### config.mk
export PLATFORM = sky130hd
export DESIGN_NAME = plmec_top
export DESIGN_NICKNAME = d
export VERILOG_FILES = /design/src/include/plmec_pkg.sv /design/src/verilog/plmec_top.sv
export SDC_FILE = /design/constraint.sdc
export NUM_CORES = 1
export LEC_CHECK = 0
export BUFFER_PORTS_ARGS = -buffer_cell sky130_fd_sc_hd__buf_4
export CELL_PAD_IN_SITES_DETAIL_PLACEMENT = 1
export CELL_PAD_IN_SITES_GLOBAL_PLACEMENT = 1
export CORE_ASPECT_RATIO = 1.25
export CORE_MARGIN = 5
export CORE_UTILIZATION = 48
export CTS_CLUSTER_DIAMETER = 120
export DETAILED_ROUTE_END_ITERATION = 12
export GPL_TIMING_DRIVEN = 1
export PLACE_DENSITY_LB_ADDON = 0.1
export SYNTH_ARGS = -nofsm -noshare
export SYNTH_HDL_FRONTEND = slang
export SYNTH_SLANG_ARGS = --single-unit
### constraint.sdc
create_clock -name CORE_CLK -period 6.6 [get_ports CORE_CLK]
set_clock_uncertainty 0.05 [all_clocks]
set_input_delay 1.32 -clock CORE_CLK [delete_from_list [all_inputs] [get_ports CORE_CLK]]
set_output_delay 1.32 -clock CORE_CLK [all_outputs]
set_load 0.01 [all_outputs]
### src/include/plmec_pkg.sv
// Package with register map, field positions, reset values and types for link and EEE control.
package plmec_pkg;
   localparam logic [15:0] ADDR_BASIC_LINK_CONTROL  = 16'h0000;
   localparam logic [15:0] ADDR_PHY_PAIR_CONTROL    = 16'h0019;
   localparam logic [15:0] ADDR_EEE_BYPASS_CONFIG   = 16'h04D1;
   localparam logic [15:0] ADDR_EEE_ADVERTISEMENT   = 16'h203C;
   localparam logic [15:0] ADDR_EEE_PARTNER_ABILITY = 16'h203D;
   localparam logic [15:0] ADDR_EEE_PCS_STATUS      = 16'h1001;
   localparam logic [15:0] ADDR_EEE_PCS_CAPABILITY  = 16'h1014;
   localparam logic [15:0] ADDR_EEE_WAKE_ERRORS     = 16'h1016;
   localparam logic [15:0] ADDR_LINK_STATUS         = 16'h0001;

   localparam int BLC_RESTART_BIT   = 9;
   localparam int BLC_AN_ENABLE_BIT = 12;
   localparam int BLC_SPEED_BIT     = 13;
   localparam int PPC_AUTO_SWAP_BIT = 15;
   localparam int PPC_FORCE_X_BIT   = 14;
   localparam int EBC_EN0_BIT       = 0;
   localparam int EBC_EN3_BIT       = 3;
   localparam int EBC_FORCE_LPI_BIT = 12;
   localparam int EADV_100_BIT      = 1;

   localparam logic [15:0] BLC_RESET  = 16'h2000;
   localparam logic [15:0] PPC_RESET  = 16'h8000;
   localparam logic [15:0] EBC_RESET  = 16'h0000;
   localparam logic [15:0] EADV_RESET = 16'h0000;

   localparam int CLK_HZ         = 10_000_000;
   localparam int PAIR_SETTLE_US = 1;
   localparam int PAIR_SETTLE_CYCLES = (PAIR_SETTLE_US * (CLK_HZ / 1_000_000));

   // Strap levels sampled once after power-on reset.
   typedef struct packed {
      logic enhanced_mode;
      logic an_enable;
      logic auto_swap;
      logic force_crossover;
      logic force_100;
      logic [4:0] mgmt_addr;
   } plmec_straps_s;

   // Ability word exchanged with the partner in fast link pulse bursts.
   typedef struct packed {
      logic can_100;
      logic can_10;
      logic eee_100;
      logic eee_10;
   } plmec_ability_s;

   typedef enum logic [2:0] {
      ST_DOWN     = 3'b000,
      ST_PAIR     = 3'b001,
      ST_BASEPAGE = 3'b010,
      ST_NEXTPG_F = 3'b011,
      ST_NEXTPG_U = 3'b100,
      ST_UP       = 3'b101
   } plmec_state_e;
endpackage : plmec_pkg

### src/verilog/plmec_top.sv
// Link mode, pair swap, negotiation and EEE control of a 10/100 transceiver.
`timescale 1ns/1ps
`default_nettype none
module plmec_top #(
   parameter int SETTLE_CYCLES = plmec_pkg::PAIR_SETTLE_CYCLES
) (
   input  wire  logic                     CORE_CLK,
   input  wire  logic                     NRST,
   input  wire  logic                     POR_N,
   input  wire  logic                     CRYSTAL_INPUT,
   input  wire  plmec_pkg::plmec_straps_s STRAPS,
   input  wire  logic                     POWER_DOWN_INPUT_N,
   input  wire  logic                     USER_RENEGOTIATE,
   input  wire  logic                     REG_WR,
   input  wire  logic                     REG_RD,
   input  wire  logic [15:0]              REG_ADDR,
   input  wire  logic [15:0]              REG_WDATA,
   output logic [15:0]                    REG_RDATA,
   output logic [4:0]                     MGMT_ADDR,
   input  wire  logic                     PAIR_ENERGY_STRAIGHT,
   input  wire  logic                     PAIR_ENERGY_CROSS,
   input  wire  logic                     PARTNER_PAGE_VALID,
   input  wire  plmec_pkg::plmec_ability_s PARTNER_ABILITY,
   input  wire  logic                     LINK_OK,
   output logic                           FLP_SEND,
   output logic [1:0]                     FLP_PAGE_KIND,
   output plmec_pkg::plmec_ability_s      FLP_ABILITY,
   output logic                           PAIR_CROSSOVER,
   output logic                           LINK_UP,
   output logic                           SPEED_100,
   output logic                           EEE_ACTIVE,
   output logic                           LPI_TX,
   output logic                           REFERENCE_CLOCK_OUTPUT
);
   plmec_pkg::plmec_state_e   state_q;
   plmec_pkg::plmec_state_e   state_d;
   plmec_pkg::plmec_straps_s  straps_q;
   plmec_pkg::plmec_ability_s partner_q;
   logic        straps_taken_q;
   logic        cfg_loaded_q;
   logic [15:0] blc_q;
   logic [15:0] ppc_q;
   logic [15:0] ebc_q;
   logic [15:0] eadv_q;
   logic        restart_pend_q;
   logic        link_was_q;
   logic        crossover_q;
   logic [15:0] settle_q;
   logic        an_on;
   logic        swap_auto;
   logic        eee_unbypassed;
   logic        local_eee;
   logic        partner_eee;
   logic        wr_hit_blc;

   function automatic logic hit(input logic [15:0] a, input logic [15:0] b);
      hit = (a == b);
   endfunction : hit

   assign wr_hit_blc = REG_WR && hit(REG_ADDR, plmec_pkg::ADDR_BASIC_LINK_CONTROL);
   assign an_on      = blc_q[plmec_pkg::BLC_AN_ENABLE_BIT];
   assign swap_auto  = ppc_q[plmec_pkg::PPC_AUTO_SWAP_BIT];

   // Straps are caught on the first clock after power-on release, never by the reset itself.
   always_ff @(posedge CORE_CLK or negedge POR_N) begin
      if (!POR_N) begin
         straps_q       <= '0;
         straps_taken_q <= 1'b0;
      end else if (!straps_taken_q) begin
         straps_q       <= STRAPS;
         straps_taken_q <= 1'b1;
      end
   end

   // In basic mode the address comes from fixed zero, as its pins carry MAC signals.
   assign MGMT_ADDR = straps_q.enhanced_mode ? straps_q.mgmt_addr : 5'h00;

   // The reference clock lives on the power-on reset only, so ordinary resets leave it running.
   always_ff @(posedge CORE_CLK or negedge POR_N) begin
      if (!POR_N) begin
         REFERENCE_CLOCK_OUTPUT <= 1'b0;
      end else begin
         REFERENCE_CLOCK_OUTPUT <= straps_q.enhanced_mode & CRYSTAL_INPUT;
      end
   end

   // Register writes; strap-derived defaults are reloaded after every reset, not only at power-on,
   // so a plain reset brings the link up with the strapped configuration as well.
   always_ff @(posedge CORE_CLK or negedge NRST) begin
      if (!NRST) begin
         blc_q        <= plmec_pkg::BLC_RESET;
         ppc_q        <= plmec_pkg::PPC_RESET;
         ebc_q        <= plmec_pkg::EBC_RESET;
         eadv_q       <= plmec_pkg::EADV_RESET;
         cfg_loaded_q <= 1'b0;
      end else if (!cfg_loaded_q) begin
         cfg_loaded_q <= 1'b1;
         if (!straps_taken_q) begin
            blc_q[plmec_pkg::BLC_AN_ENABLE_BIT] <= STRAPS.an_enable;
            blc_q[plmec_pkg::BLC_SPEED_BIT]     <= STRAPS.force_100;
            ppc_q[plmec_pkg::PPC_AUTO_SWAP_BIT] <= STRAPS.auto_swap;
            ppc_q[plmec_pkg::PPC_FORCE_X_BIT]   <= STRAPS.force_crossover;
         end else begin
            blc_q[plmec_pkg::BLC_AN_ENABLE_BIT] <= straps_q.an_enable;
            blc_q[plmec_pkg::BLC_SPEED_BIT]     <= straps_q.force_100;
            ppc_q[plmec_pkg::PPC_AUTO_SWAP_BIT] <= straps_q.auto_swap;
            ppc_q[plmec_pkg::PPC_FORCE_X_BIT]   <= straps_q.force_crossover;
         end
      end else if (REG_WR) begin
         if (wr_hit_blc) begin
            blc_q <= REG_WDATA & ~(16'h0001 << plmec_pkg::BLC_RESTART_BIT);
         end
         if (hit(REG_ADDR, plmec_pkg::ADDR_PHY_PAIR_CONTROL)) begin
            ppc_q <= REG_WDATA;
         end
         if (hit(REG_ADDR, plmec_pkg::ADDR_EEE_BYPASS_CONFIG)) begin
            ebc_q <= REG_WDATA;
         end
         if (hit(REG_ADDR, plmec_pkg::ADDR_EEE_ADVERTISEMENT)) begin
            eadv_q <= REG_WDATA;
         end
      end
   end

   // Restart request; a request arriving as the state machine starts is held, not lost.
   always_ff @(posedge CORE_CLK or negedge NRST) begin
      if (!NRST) begin
         restart_pend_q <= 1'b1;
         link_was_q     <= 1'b0;
      end else begin
         link_was_q <= LINK_UP;
         if ((wr_hit_blc && REG_WDATA[plmec_pkg::BLC_RESTART_BIT])
             || USER_RENEGOTIATE || (link_was_q && !LINK_OK)) begin
            restart_pend_q <= 1'b1;
         end else if (state_q == plmec_pkg::ST_PAIR) begin
            restart_pend_q <= 1'b0;
         end
      end
   end

   assign eee_unbypassed = ebc_q[plmec_pkg::EBC_EN0_BIT] && ebc_q[plmec_pkg::EBC_EN3_BIT]
                           && eadv_q[plmec_pkg::EADV_100_BIT];
   assign local_eee   = eee_unbypassed;
   assign partner_eee = partner_q.eee_100 | partner_q.eee_10;

   always_comb begin
      state_d = state_q;
      unique case (state_q)
         plmec_pkg::ST_DOWN: begin
            // Link is held down while the power-down input is low.
            if (POWER_DOWN_INPUT_N && straps_taken_q && restart_pend_q) begin
               state_d = plmec_pkg::ST_PAIR;
            end
         end
         plmec_pkg::ST_PAIR: begin
            if (settle_q == 16'h0000) begin
               state_d = an_on ? plmec_pkg::ST_BASEPAGE : plmec_pkg::ST_UP;
            end
         end
         plmec_pkg::ST_BASEPAGE: begin
            if (PARTNER_PAGE_VALID) begin
               state_d = (local_eee && (PARTNER_ABILITY.eee_100 || PARTNER_ABILITY.eee_10))
                         ? plmec_pkg::ST_NEXTPG_F : plmec_pkg::ST_UP;
            end
         end
         plmec_pkg::ST_NEXTPG_F: begin
            if (PARTNER_PAGE_VALID) begin
               state_d = plmec_pkg::ST_NEXTPG_U;
            end
         end
         plmec_pkg::ST_NEXTPG_U: begin
            if (PARTNER_PAGE_VALID) begin
               state_d = plmec_pkg::ST_UP;
            end
         end
         plmec_pkg::ST_UP: begin
            if (!POWER_DOWN_INPUT_N || restart_pend_q || !LINK_OK) begin
               state_d = plmec_pkg::ST_DOWN;
            end
         end
         default: state_d = plmec_pkg::ST_DOWN;
      endcase
   end

   always_ff @(posedge CORE_CLK or negedge NRST) begin
      if (!NRST) begin
         state_q <= plmec_pkg::ST_DOWN;
      end else begin
         state_q <= state_d;
      end
   end

   // Pair resolution: in automatic mode the pair that sees energy wins; it settles before FLPs.
   always_ff @(posedge CORE_CLK or negedge NRST) begin
      if (!NRST) begin
         crossover_q <= 1'b0;
         settle_q    <= 16'h0000;
      end else if (state_q == plmec_pkg::ST_DOWN) begin
         settle_q <= SETTLE_CYCLES[15:0];
      end else if (state_q == plmec_pkg::ST_PAIR) begin
         if (settle_q != 16'h0000) begin
            settle_q <= settle_q - 16'h0001;
         end
         if (swap_auto) begin
            if (PAIR_ENERGY_CROSS && !PAIR_ENERGY_STRAIGHT) begin
               crossover_q <= 1'b1;
            end else if (PAIR_ENERGY_STRAIGHT) begin
               crossover_q <= 1'b0;
            end
         end else begin
            crossover_q <= ppc_q[plmec_pkg::PPC_FORCE_X_BIT];
         end
      end
   end
   assign PAIR_CROSSOVER = crossover_q;

   // Partner abilities captured from the base page; they decide speed and EEE.
   always_ff @(posedge CORE_CLK or negedge NRST) begin
      if (!NRST) begin
         partner_q <= '0;
      end else if (state_q == plmec_pkg::ST_PAIR) begin
         partner_q <= '0;
      end else if (state_q == plmec_pkg::ST_BASEPAGE && PARTNER_PAGE_VALID) begin
         partner_q <= PARTNER_ABILITY;
      end
   end

   always_ff @(posedge CORE_CLK or negedge NRST) begin
      if (!NRST) begin
         LINK_UP    <= 1'b0;
         SPEED_100  <= 1'b0;
         EEE_ACTIVE <= 1'b0;
         LPI_TX     <= 1'b0;
      end else begin
         LINK_UP   <= (state_d == plmec_pkg::ST_UP);
         SPEED_100 <= an_on ? partner_q.can_100 : blc_q[plmec_pkg::BLC_SPEED_BIT];
         // Both ends must advertise, else every EEE function stays off.
         EEE_ACTIVE <= (state_q == plmec_pkg::ST_UP) && an_on && local_eee && partner_eee;
         // Forced idle signalling also needs the partner's consent, or the far end loses the link.
         LPI_TX     <= (state_q == plmec_pkg::ST_UP) && an_on && local_eee && partner_eee
                       && ebc_q[plmec_pkg::EBC_FORCE_LPI_BIT];
      end
   end

   always_ff @(posedge CORE_CLK or negedge NRST) begin
      if (!NRST) begin
         FLP_SEND      <= 1'b0;
         FLP_PAGE_KIND <= 2'h0;
         FLP_ABILITY   <= '0;
      end else begin
         FLP_SEND      <= (state_q == plmec_pkg::ST_BASEPAGE) || (state_q == plmec_pkg::ST_NEXTPG_F)
                          || (state_q == plmec_pkg::ST_NEXTPG_U);
         FLP_PAGE_KIND <= (state_q == plmec_pkg::ST_NEXTPG_F) ? 2'h1 :
                          (state_q == plmec_pkg::ST_NEXTPG_U) ? 2'h2 : 2'h0;
         FLP_ABILITY   <= '{can_100: 1'b1, can_10: 1'b1,
                            eee_100: local_eee, eee_10: local_eee};
      end
   end

   always_ff @(posedge CORE_CLK or negedge NRST) begin
      if (!NRST) begin
         REG_RDATA <= 16'h0000;
      end else if (REG_RD) begin
         unique case (REG_ADDR)
            plmec_pkg::ADDR_BASIC_LINK_CONTROL:  REG_RDATA <= blc_q;
            plmec_pkg::ADDR_LINK_STATUS:         REG_RDATA <= {13'h0000, LINK_UP, SPEED_100, crossover_q};
            plmec_pkg::ADDR_PHY_PAIR_CONTROL:    REG_RDATA <= ppc_q;
            plmec_pkg::ADDR_EEE_BYPASS_CONFIG:   REG_RDATA <= ebc_q;
            plmec_pkg::ADDR_EEE_ADVERTISEMENT:   REG_RDATA <= eadv_q;
            plmec_pkg::ADDR_EEE_PARTNER_ABILITY: REG_RDATA <= {14'h0000, partner_q.eee_100, 1'b0};
            plmec_pkg::ADDR_EEE_PCS_CAPABILITY:  REG_RDATA <= 16'h0006;
            plmec_pkg::ADDR_EEE_PCS_STATUS:      REG_RDATA <= {14'h0000, LPI_TX, EEE_ACTIVE};
            plmec_pkg::ADDR_EEE_WAKE_ERRORS:     REG_RDATA <= 16'h0000;
            default:                             REG_RDATA <= 16'h0000;
         endcase
      end
   end
endmodule : plmec_top
`default_nettype wire

==> results of run 1 <==
-- through the flow --
step	power (mW)	setup WS (ps)	area (um^2)	utilization, %
after floorplan	1.14	3140	5680	-
after global placement	1.28	2210	6460	55.6
after detailed placement	1.30	2160	6460	55.6
after CTS	2.26	2520	7060	60.8
after global routing	2.35	2310	7060	60.8
final	2.24	2560	7060	60.8
-- layout by cell type, fill, tap and decap left out, types with 3 or more instances in the layout --
master	netlist	layout
mux2_2	71	71
and2_1	7	7
clkbuf_16	0	17
o211ai_1	4	4
bufinv_16	0	3
a31oi_1	14	14
o21a_1	3	3
dfrtp_1	122	122
nand2b_1	7	7
nor4_1	10	9
inv_1	9	9
o21ai_0	7	7
and3_1	6	6
nor2_1	42	42
buf_4	6	95
a21oi_1	16	16
nand2_1	32	32
a222oi_1	15	15
clkinv_2	0	4
mux2i_1	9	9
nor3_1	9	9
clkinvlp_4	0	3
a22o_1	4	4
o31ai_1	5	5
or3_1	6	6
dfstp_2	3	3
o21bai_1	3	3
nand3_1	11	11
nand4_1	3	3
or4_1	5	5
-- layer usage --
metal  vias up  share of wire (%)  track usage (%)
met5         -                  0                0
met4         0                1.6             7.04
met3        21                4.7             5.74
met2       101                 52             40.0
met1      2192                 42             28.4
li1       1956                  -                -
-- cells by family (layout without fill, tap and decap cells) --
kind of cell / after synthesis / count (layout) / share of synthesized area (%)
XOR/XNOR: 4 / 4 / 0.618
AO/OA/AOI/OAI: 82 / 82 / 10.4
flip-flops: 125 / 125 / 55.2
buffers and inverters: 36 / 136 / 3.07
multiplexers: 80 / 80 / 15.7
adder cells (fa/ha/maj): 2 / 2 / 0.441
AND/OR/NAND/NOR: 153 / 153 / 14.5
other: 1 / 2 / 0.0661
-- report_power, final --
part / leakage, nW / switching [mW] / total, mW / internal [mW]
clock network: 0.289 / 0.337 / 0.948 / 0.611
logic: 1.40 / 0.227 / 0.384 / 0.158
registers: 1.66 / 0.0745 / 0.907 / 0.833
total: 3.34 / 0.638 / 2.24 / 1.60
-- how the worst max path moves through the flow --
| stage | start | end | slack, ps | cells past startpoint |
|---|---|---|---|---|
| after floorplan | REG_ADDR[9] | eadv_q[10] | 3140 | 7 |
| after global placement | REG_ADDR[9] | eadv_q[2] | 2210 | 6 |
| after detailed placement | REG_ADDR[9] | eadv_q[5] | 2160 | 6 |
| after CTS | REG_ADDR[9] | eadv_q[15] | 2520 | 6 |
| after global routing | REG_ADDR[9] | eadv_q[15] | 2310 | 6 |
| final | REG_ADDR[9] | eadv_q[15] | 2560 | 6 |
-- sequential cells by signal (all words and copies together) (netlist names), 2 cells and up --
signal         cells
REG_RDATA         16
eadv_q            16
ebc_q             16
ppc_q             16
settle_q          16
blc_q             15
straps_q          10
partner_q          3
state_q            3
FLP_ABILITY        2
FLP_PAGE_KIND      2
-- worst max-delay path, cell delays in order --
cell and delay (ps):
buf_4 130, nor4_1 550, nand3_1 290, nor4_4 710, and3_1 840, mux2_2 430
-- synthesized netlist by cell type (6+ instances only) --
master    number  area (um^2)
buf_4          6         45.0
and3_1         6         37.5
a31oi_1       14         87.6
nor4_1        10         62.6
nand2_1       32          120
nand2b_1       7         43.8
buf_2          7         35.0
a21oi_1       16         80.1
nor3_1         9         45.0
or3_1          6         37.5
nand3_1       11         55.1
inv_1          9         33.8
nor2_1        42          158
dfrtp_1      122         3050
mux2i_1        9         90.1
mux2_2        71          800
and2_1         7         43.8
a222oi_1      15          150
clkbuf_1      13         48.8
o21ai_0        7         35.0
-- area by class of cell --
class,count,area (um^2),share of cell area [%]
Tap cell,161,201,2.85
Clock inverter,11,141,2.00
Timing Repair Buffer,95,713,10.1
Inverter,9,33.8,0.479
Sequential cell,125,3130,44.4
Multi-Input combinational cell,323,2380,33.7
Clock buffer,21,460,6.52
==> impl_metrics.tcl, run 1 <==
set metrics [dict create \
    synth.avg_cell_area_um2 11.7 \
    dp.final_hpwl_mm 10.1 \
    gp_congestion 0.802 \
    power_density_nw_per_um2 317 \
    cts_buffer_depth 2 \
    tns_ps 0 \
    r2r-start "settle_q[2]" \
    overflow 0 \
    hold_slack_ps 427 \
    area_growth_pct 24.4 \
    post_drt_wl_per_cell_um 21.0 \
    cp-end-kind "flop" \
    clk_pin_slew_ps 50 \
    fin_crit_ps 4040 \
    rr_worst_depth 5 \
    grt_pass1_vias 4788 \
    cts_resized 0 \
    period_share_pct 61.2 \
    viasPerCell 5.73 \
    antenna_found_initial 0 \
    cts_made_buffers 17 \
    cp_data_required_time_ps 6840 \
    start_util_pct 48.8 \
    synth_area_um2 5670 \
    finalWirelength_mm 15.7 \
    r2r-end "settle_q[4]" \
    synthArstFlopShare_pct 100 \
    finalSetupViolations 0 \
    post_cts_buffers 0 \
    ys_ff_latch 125 \
    placed_cells 713 \
    cts.htree.levels 4 \
    ys_seq_area_share_pct 55.2 \
    vdd_ir_drop_max_v 0.000163 \
    critPathArrivalTime_ps 4280 \
    cts_tree "yes" \
    core_um2 11600 \
    die_h_um 132 \
    grt_start_max_net_pins 85 \
    maxSlewViolCount 0 \
    grt_pass1_wl_mm 25.7 \
    cp-start-kind "input port" \
    n_fill_cell 1218 \
    synth.distinct_cells 55 \
    drt_iter0_markers 263 \
    outcome "finished, final reports clean" \
    numPortBuffers 90 \
    die-area_um2 14100 \
    cts_root_buf "clkbuf_16" \
    drive_gt1_share_pct 35.8 \
    row_count 44 \
    clock.fmax_ghz 0.248 \
    final_cells 745 \
    min_from "settle_q[13]" \
    tightest_slew_ps 1120 \
    rsz0062_at_grt "no" \
    nets 631 \
    holdPathEnd "settle_q[13]" \
    worstHoldPathCells 1 \
    io_pins 92 \
    leakage_nw 3.34 \
    syn_inst 483 \
    n_antenna_cell 0 \
    hold_buffers 0 \
    setup.worst_path.class "in2reg" \
    yosys_warnings 0 \
    grtUsageTotal_pct 23.2 \
    synth_edf_count 0 \
    drv_cap 0 \
    ant_nets 0 \
    path_max_fanout 16 \
    r2r_slack_ps 3560 \
    min-delay-path-class "reg2reg" \
    clk_latency_ps 410 \
    vias 4270 \
    drc 0 \
    die_x_um 107 \
    slew_headroom_pct 24.7 \
    synth_flop_cell "dfrtp_1" \
    cts.sinks 125 \
    hold_violations 0 \
    firstDrtPassIters 5 \
]
(Power assumes the default switching activity.)
==> run 2: changes to the inputs <==
--- a/config.mk
+++ b/config.mk
@@ -5,12 +5,13 @@
 export SDC_FILE = /design/constraint.sdc
 export NUM_CORES = 1
 export LEC_CHECK = 0
+export ABC_AREA = 1
 export BUFFER_PORTS_ARGS = -buffer_cell sky130_fd_sc_hd__buf_4
 export CELL_PAD_IN_SITES_DETAIL_PLACEMENT = 1
 export CELL_PAD_IN_SITES_GLOBAL_PLACEMENT = 1
 export CORE_ASPECT_RATIO = 1.25
 export CORE_MARGIN = 5
-export CORE_UTILIZATION = 48
+export CORE_UTILIZATION = 38
 export CTS_CLUSTER_DIAMETER = 120
 export DETAILED_ROUTE_END_ITERATION = 12
 export GPL_TIMING_DRIVEN = 1
==> constraint.sdc (replaced) <==
create_clock -name CORE_CLK -period 3.56 [get_ports CORE_CLK]
set_clock_uncertainty 0.05 [all_clocks]
set_input_delay 0.712 -clock CORE_CLK [delete_from_list [all_inputs] [get_ports CORE_CLK]]
set_output_delay 0.712 -clock CORE_CLK [all_outputs]
set_load 0.01 [all_outputs]
==> impl_metrics.tcl, run 2 <==
set metrics [dict create \
    r2r_slack_ps 1420 \
    die_x_um 123 \
    vias 5338 \
    synth_area_leaders "dfrtp_1 (50%), nand2_1 (13%), nand3_1 (6.9%), o21ai_0 (4.2%), inv_1 (4.2%)" \
    clock.fmax_ghz 0.462 \
    synth_top_area_share_pct 50.4 \
    ys_seq_area_share_pct 51.7 \
    numPortBuffers 90 \
    yosysMostFrequentCell "nand2_1" \
    tns_ps 0 \
    firstDrtPassIters 4 \
    n_fill_cell 1926 \
    drt_iter0_markers 227 \
    critPathArrivalTime_ps 2410 \
    setup.worst_path.class "in2reg" \
    power_density_nw_per_um2 581 \
    post_dp_cell_area_um2 6950 \
    leakage_nw 3.87 \
    fin_area_um2 7570 \
    cp-start-kind "input port" \
    cts_resized 0 \
    synth_common_cells "nand2_1 (215), dfrtp_1 (122), nand3_1 (84)" \
    clk_latency_ps 420 \
    vdd_ir_drop_max_v 0.000303 \
    tightest_slew_ps 761 \
    area_growth_pct 25.0 \
    synth_area_um2 6060 \
    synth_edf_count 0 \
    gp_congestion 0.836 \
    cts.sinks 125 \
    drive_gt1_share_pct 22.5 \
    die_h_um 151 \
    antenna_found_initial 0 \
    layout_common_cells "nand2_1 (215), dfrtp_1 (122), buf_4 (101)" \
    synth_flop_cell "dfrtp_1" \
    cp_data_required_time_ps 3800 \
    overflow 0 \
    cts_root_buf "clkbuf_16" \
    synth.distinct_cells 36 \
    core_um2 15600 \
    cp-end-kind "flop" \
    start_util_pct 38.8 \
    grt_pass1_wl_mm 29.8 \
    clk_pin_slew_ps 50 \
    synthArstFlopShare_pct 100 \
    synth.avg_cell_area_um2 8.15 \
    syn_inst 743 \
    row_count 51 \
    slew_headroom_pct 49.1 \
    grt_pass1_vias 5886 \
    n_antenna_cell 0 \
    post_drt_wl_per_cell_um 17.1 \
    min-delay-path-class "in2async" \
    outcome "finished, final reports clean" \
    maxSlewViolCount 0 \
    period_share_pct 60.8 \
    ant_nets 0 \
    nets 897 \
    path_max_fanout 17 \
    die-area_um2 18600 \
    ys_ff_latch 125 \
    post_cts_buffers 0 \
    fin_crit_ps 2160 \
    cts_buffer_depth 2 \
    drv_cap 0 \
    hold_buffers 0 \
    rsz0062_at_grt "no" \
    cts_tree "yes" \
    cts_made_buffers 17 \
    cts.htree.levels 4 \
    yosys_warnings 0 \
    yosysTopAreaCell "dfrtp_1" \
    io_pins 92 \
    hold_violations 0 \
    drc 0 \
    grt_start_max_net_pins 56 \
    finalWirelength_mm 18.1 \
    viasPerCell 5.03 \
    dp.final_hpwl_mm 12.9 \
    final_common_cell "nand2_1" \
    power_mw 4.40 \
    grtUsageTotal_pct 20.9 \
    finalSetupViolations 0 \
]
## run 2: power breakdown
part           total (mW)  switching, mW  internal, mW  leakage (nW)
sequential           1.64          0.103          1.54          1.69
combinational       0.920          0.628         0.291          1.88
clock                1.84          0.639          1.20         0.298
## run 2: critical path: stages
cell     delay, ps
buf_4          110
nor2_2         150
nand2_2        120
nor2_1         170
and2_1         230
nand2_1        380
buf_4          350
nand2_1         90
o21ai_0         90
## run 2: cell families (layout without fill, tap and decap cells)
group           Yosys count  in the layout  synth area share (%)
simple gates            411            411                  30.0
flops                   125            125                  51.7
buf+inv                 100            205                  6.79
compound gates           92             92                  8.84
mux                      10             10                  1.86
fa+ha+maj                 2              2                 0.413
xor+xnor                  2              2                 0.289
other cells               1              2                0.0619
## run 2: layout make-up
class                      instances  area [um^2]  share of cell area, %
tap                              212          265                   3.50
inverter                          73          274                   3.62
clock inverter                    11          166                   2.20
clock buffer                      20          457                   6.03
timing repair buffer             101          758                   10.0
sequential                       125         3130                   41.4
multi-input combinational        519         2520                   33.3
## run 2: layer usage
metal	vias up	global-route usage, %	wire length (um)
met2	86	38.4	9660
met4	0	6.78	321
met1	2632	24.6	7570
met5	-	0	0
met3	28	3.70	550
li1	2592	-	-
## run 2: worst paths after layout
kind / start / cells past startpoint / end
max in group asynchronous: NRST / 2 / ppc_q[6]
min in group CORE_CLK: REG_RDATA[14] / 2 / REG_RDATA[14]
min: POR_N / 1 / straps_q[3]
max reg2reg: settle_q[0] / 11 / settle_q[13]
min reg2reg: REG_RDATA[14] / 2 / REG_RDATA[14]
max: REG_ADDR[15] / 9 / ebc_q[2]
## run 2: per-stage QoR
step / setup WS, ps / utilization, % / hold WS [ps] / instances
after floorplan: 1630 / - / 366 / 744
after global placement: 1060 / 44.4 / 413 / 1030
after detailed placement: 1010 / 44.4 / 416 / 1030
after CTS: 1350 / 48.4 / 64.1 / 1061
after global routing: 1220 / 48.4 / 63.0 / 1061
final: 1400 / 48.4 / 68.9 / 1061
==> run 3: changes to the inputs <==
--- a/config.mk
+++ b/config.mk
@@ -5,13 +5,13 @@
 export SDC_FILE = /design/constraint.sdc
 export NUM_CORES = 1
 export LEC_CHECK = 0
-export ABC_AREA = 1
+export ABC_AREA = 0
 export BUFFER_PORTS_ARGS = -buffer_cell sky130_fd_sc_hd__buf_4
 export CELL_PAD_IN_SITES_DETAIL_PLACEMENT = 1
 export CELL_PAD_IN_SITES_GLOBAL_PLACEMENT = 1
 export CORE_ASPECT_RATIO = 1.25
 export CORE_MARGIN = 5
-export CORE_UTILIZATION = 38
+export CORE_UTILIZATION = 41
 export CTS_CLUSTER_DIAMETER = 120
 export DETAILED_ROUTE_END_ITERATION = 12
 export GPL_TIMING_DRIVEN = 1
==> constraint.sdc (replaced) <==
create_clock -name CORE_CLK -period 1.8 [get_ports CORE_CLK]
set_clock_uncertainty 0.05 [all_clocks]
set_input_delay 0.36 -clock CORE_CLK [delete_from_list [all_inputs] [get_ports CORE_CLK]]
set_output_delay 0.36 -clock CORE_CLK [all_outputs]
set_load 0.01 [all_outputs]
==> impl_metrics.tcl, run 3 (synthesis gave the netlist of run 1 again) <==
set metrics [dict create \
    outcome "complete, but fails checks" \
    violations "negative setup slack" \
    drc 0 \
    cts_tree "yes" \
    die-area_um2 16300 \
    layout_common_cells "buf_4 (159), dfrtp_1 (122), mux2_4 (58)" \
    final_cells 849 \
    post_drt_wl_per_cell_um 21.5 \
    post_dp_cell_area_um2 7400 \
    cp-start-kind "flop" \
    min_from "CRYSTAL_INPUT" \
    critPathBufInv 0 \
    grt_pass1_wl_mm 28.2 \
    p_int_mw 6.57 \
    firstDrtPassIters 6 \
    p_seq_share_pct 35.2 \
    switching_share_pct 28.2 \
    crit_family "simple AND/OR/NAND/NOR gates" \
    viasPerCell 5.57 \
    power_switching_mw 2.58 \
    r2r-start "settle_q[12]" \
    finalSetupViolations 43 \
    r2r_slack_ps -580 \
    top_usage_layer "met2" \
    ant_nets 0 \
    die_h_um 142 \
    r2r-end "state_q[0]" \
    cpMostUsedCell "or4_4" \
    fin_area_um2 8410 \
    clk_latency_ps 420 \
    dp.final_hpwl_mm 12.0 \
    clock.fmax_ghz 0.420 \
    vdd_ir_drop_max_v 0.000680 \
    start_util_pct 41.4 \
    period_share_pct 132 \
    row_count 48 \
    hold_violations 0 \
    combPwrFrac_pct 24.6 \
    cp-startpoint "settle_q[12]" \
    drt_iter0_markers 263 \
    cts_buffer_depth 2 \
    clk_pin_slew_ps 50 \
    fin_ws_ps -580 \
    path_cells "or4_4 -> or4b_4 -> or4_4 -> a21oi_4 -> or2_1" \
    multi_input_area_um2 2810 \
    final_common_cell "buf_4" \
    pre_cts_ws_ps -571 \
    use_met1_pct 25.0 \
    cts_root_buf "clkbuf_16" \
    nets 722 \
    pwr-share-clk_pct 40.2 \
    critPathCapture "state_q[0]" \
    n_fill_cell 1406 \
    met2_usage_pct 41.7 \
    antenna_found_initial 0 \
    cpPeakStageDelay_ps 550 \
    grt_start_max_net_pins 43 \
    min-delay-path-class "in2reg" \
    die_x_um 115 \
    n_antenna_cell 0 \
    vias 4727 \
    cts_made_buffers 17 \
    io_pins 92 \
    use_met3_pct 5.12 \
    finalWirelength_mm 18.3 \
    grtUsageTotal_pct 22.5 \
    path_max_fanout 3 \
    cts.sinks 125 \
    overflow 0 \
    rr_worst_depth 5 \
    slowest_stage "or4_4" \
    grt_pass1_vias 5385 \
    critPathArrivalTime_ps 2680 \
    maxSlewViolCount 0 \
    cts.htree.levels 4 \
    leakage_nw 3.94 \
    power_density_nw_per_um2 1090 \
    fin_crit_ps 2380 \
    power_mw 9.14 \
    drive_gt1_share_pct 48.4 \
    ff_latch_area_um2 3130 \
    cp-end-kind "flop" \
    core_um2 13700 \
    drv_cap 0 \
    numPortBuffers 90 \
    crit_cells 5 \
    setup.worst_path.class "reg2reg" \
    rsz0062_at_grt "yes" \
    placed_cells 799 \
    cp_data_required_time_ps 2100 \
    gp_congestion 0.830 \
    area_growth_pct 48.3 \
]
[run 3: power by group through the flow]
| stage | registers (mW) | logic, mW | clock network, mW |
|---|---|---|---|
| finish | 3.22 | 2.25 | 3.68 |
| floorplan | 3.26 | 0.932 | 0 |
| global placement | 3.25 | 1.91 | 0 |
| detailed placement | 3.26 | 1.99 | 0 |
| global route | 3.24 | 2.45 | 3.90 |
| CTS | 3.22 | 2.18 | 3.72 |
[run 3: per-stage QoR]
stage | setup TNS [ps] | util (%) | hold WS [ps]
final | -10610 | 61.4 | 119
after global routing | -12590 | 61.4 | 114
after CTS | -8870 | 60.5 | 114
after detailed placement | -39230 | 54.0 | 159
after global placement | -37700 | 54.0 | 160
after floorplan | -27150 | - | 14.4
[run 3: repair_timing]
action | 4_1_cts | 5_1_grt
hold endpoints to repair | 38 | 0
pin swaps | 8 | 14
gates cloned | 1 | 1
buffers inserted | 10 | 7
endpoints found under the setup margin | 39 | 71
gates resized for setup | 27 | 21
hold buffers | 2 | 0
[run 3: routing by layer]
metal	wire, um	vias to the layer above
met3	854	28
li1	-	2135
met5	0	-
met2	10100	119
met1	6990	2445
met4	316	0
[run 3: area by class of cell]
| type | instances | area share (%) |
|---|---|---|
| Timing Repair Buffer | 186 | 18.9 |
| Multi-Input combinational cell | 323 | 33.4 |
| Clock buffer | 21 | 5.59 |
| Inverter | 9 | 0.402 |
| Tap cell | 175 | 2.60 |
| Sequential cell | 125 | 37.2 |
| Clock inverter | 10 | 1.93 |
[run 3: worst min-delay path by stage]
stage | endpoint | slack, ps | cells after the start
floorplan | EEE_ACTIVE | 10 | 0
global placement | straps_q[1] | 160 | 1
detailed placement | straps_q[4] | 160 | 1
CTS | straps_q[2] | 110 | 2
global route | straps_q[2] | 110 | 2
finish | REFERENCE_CLOCK_OUTPUT | 120 | 2
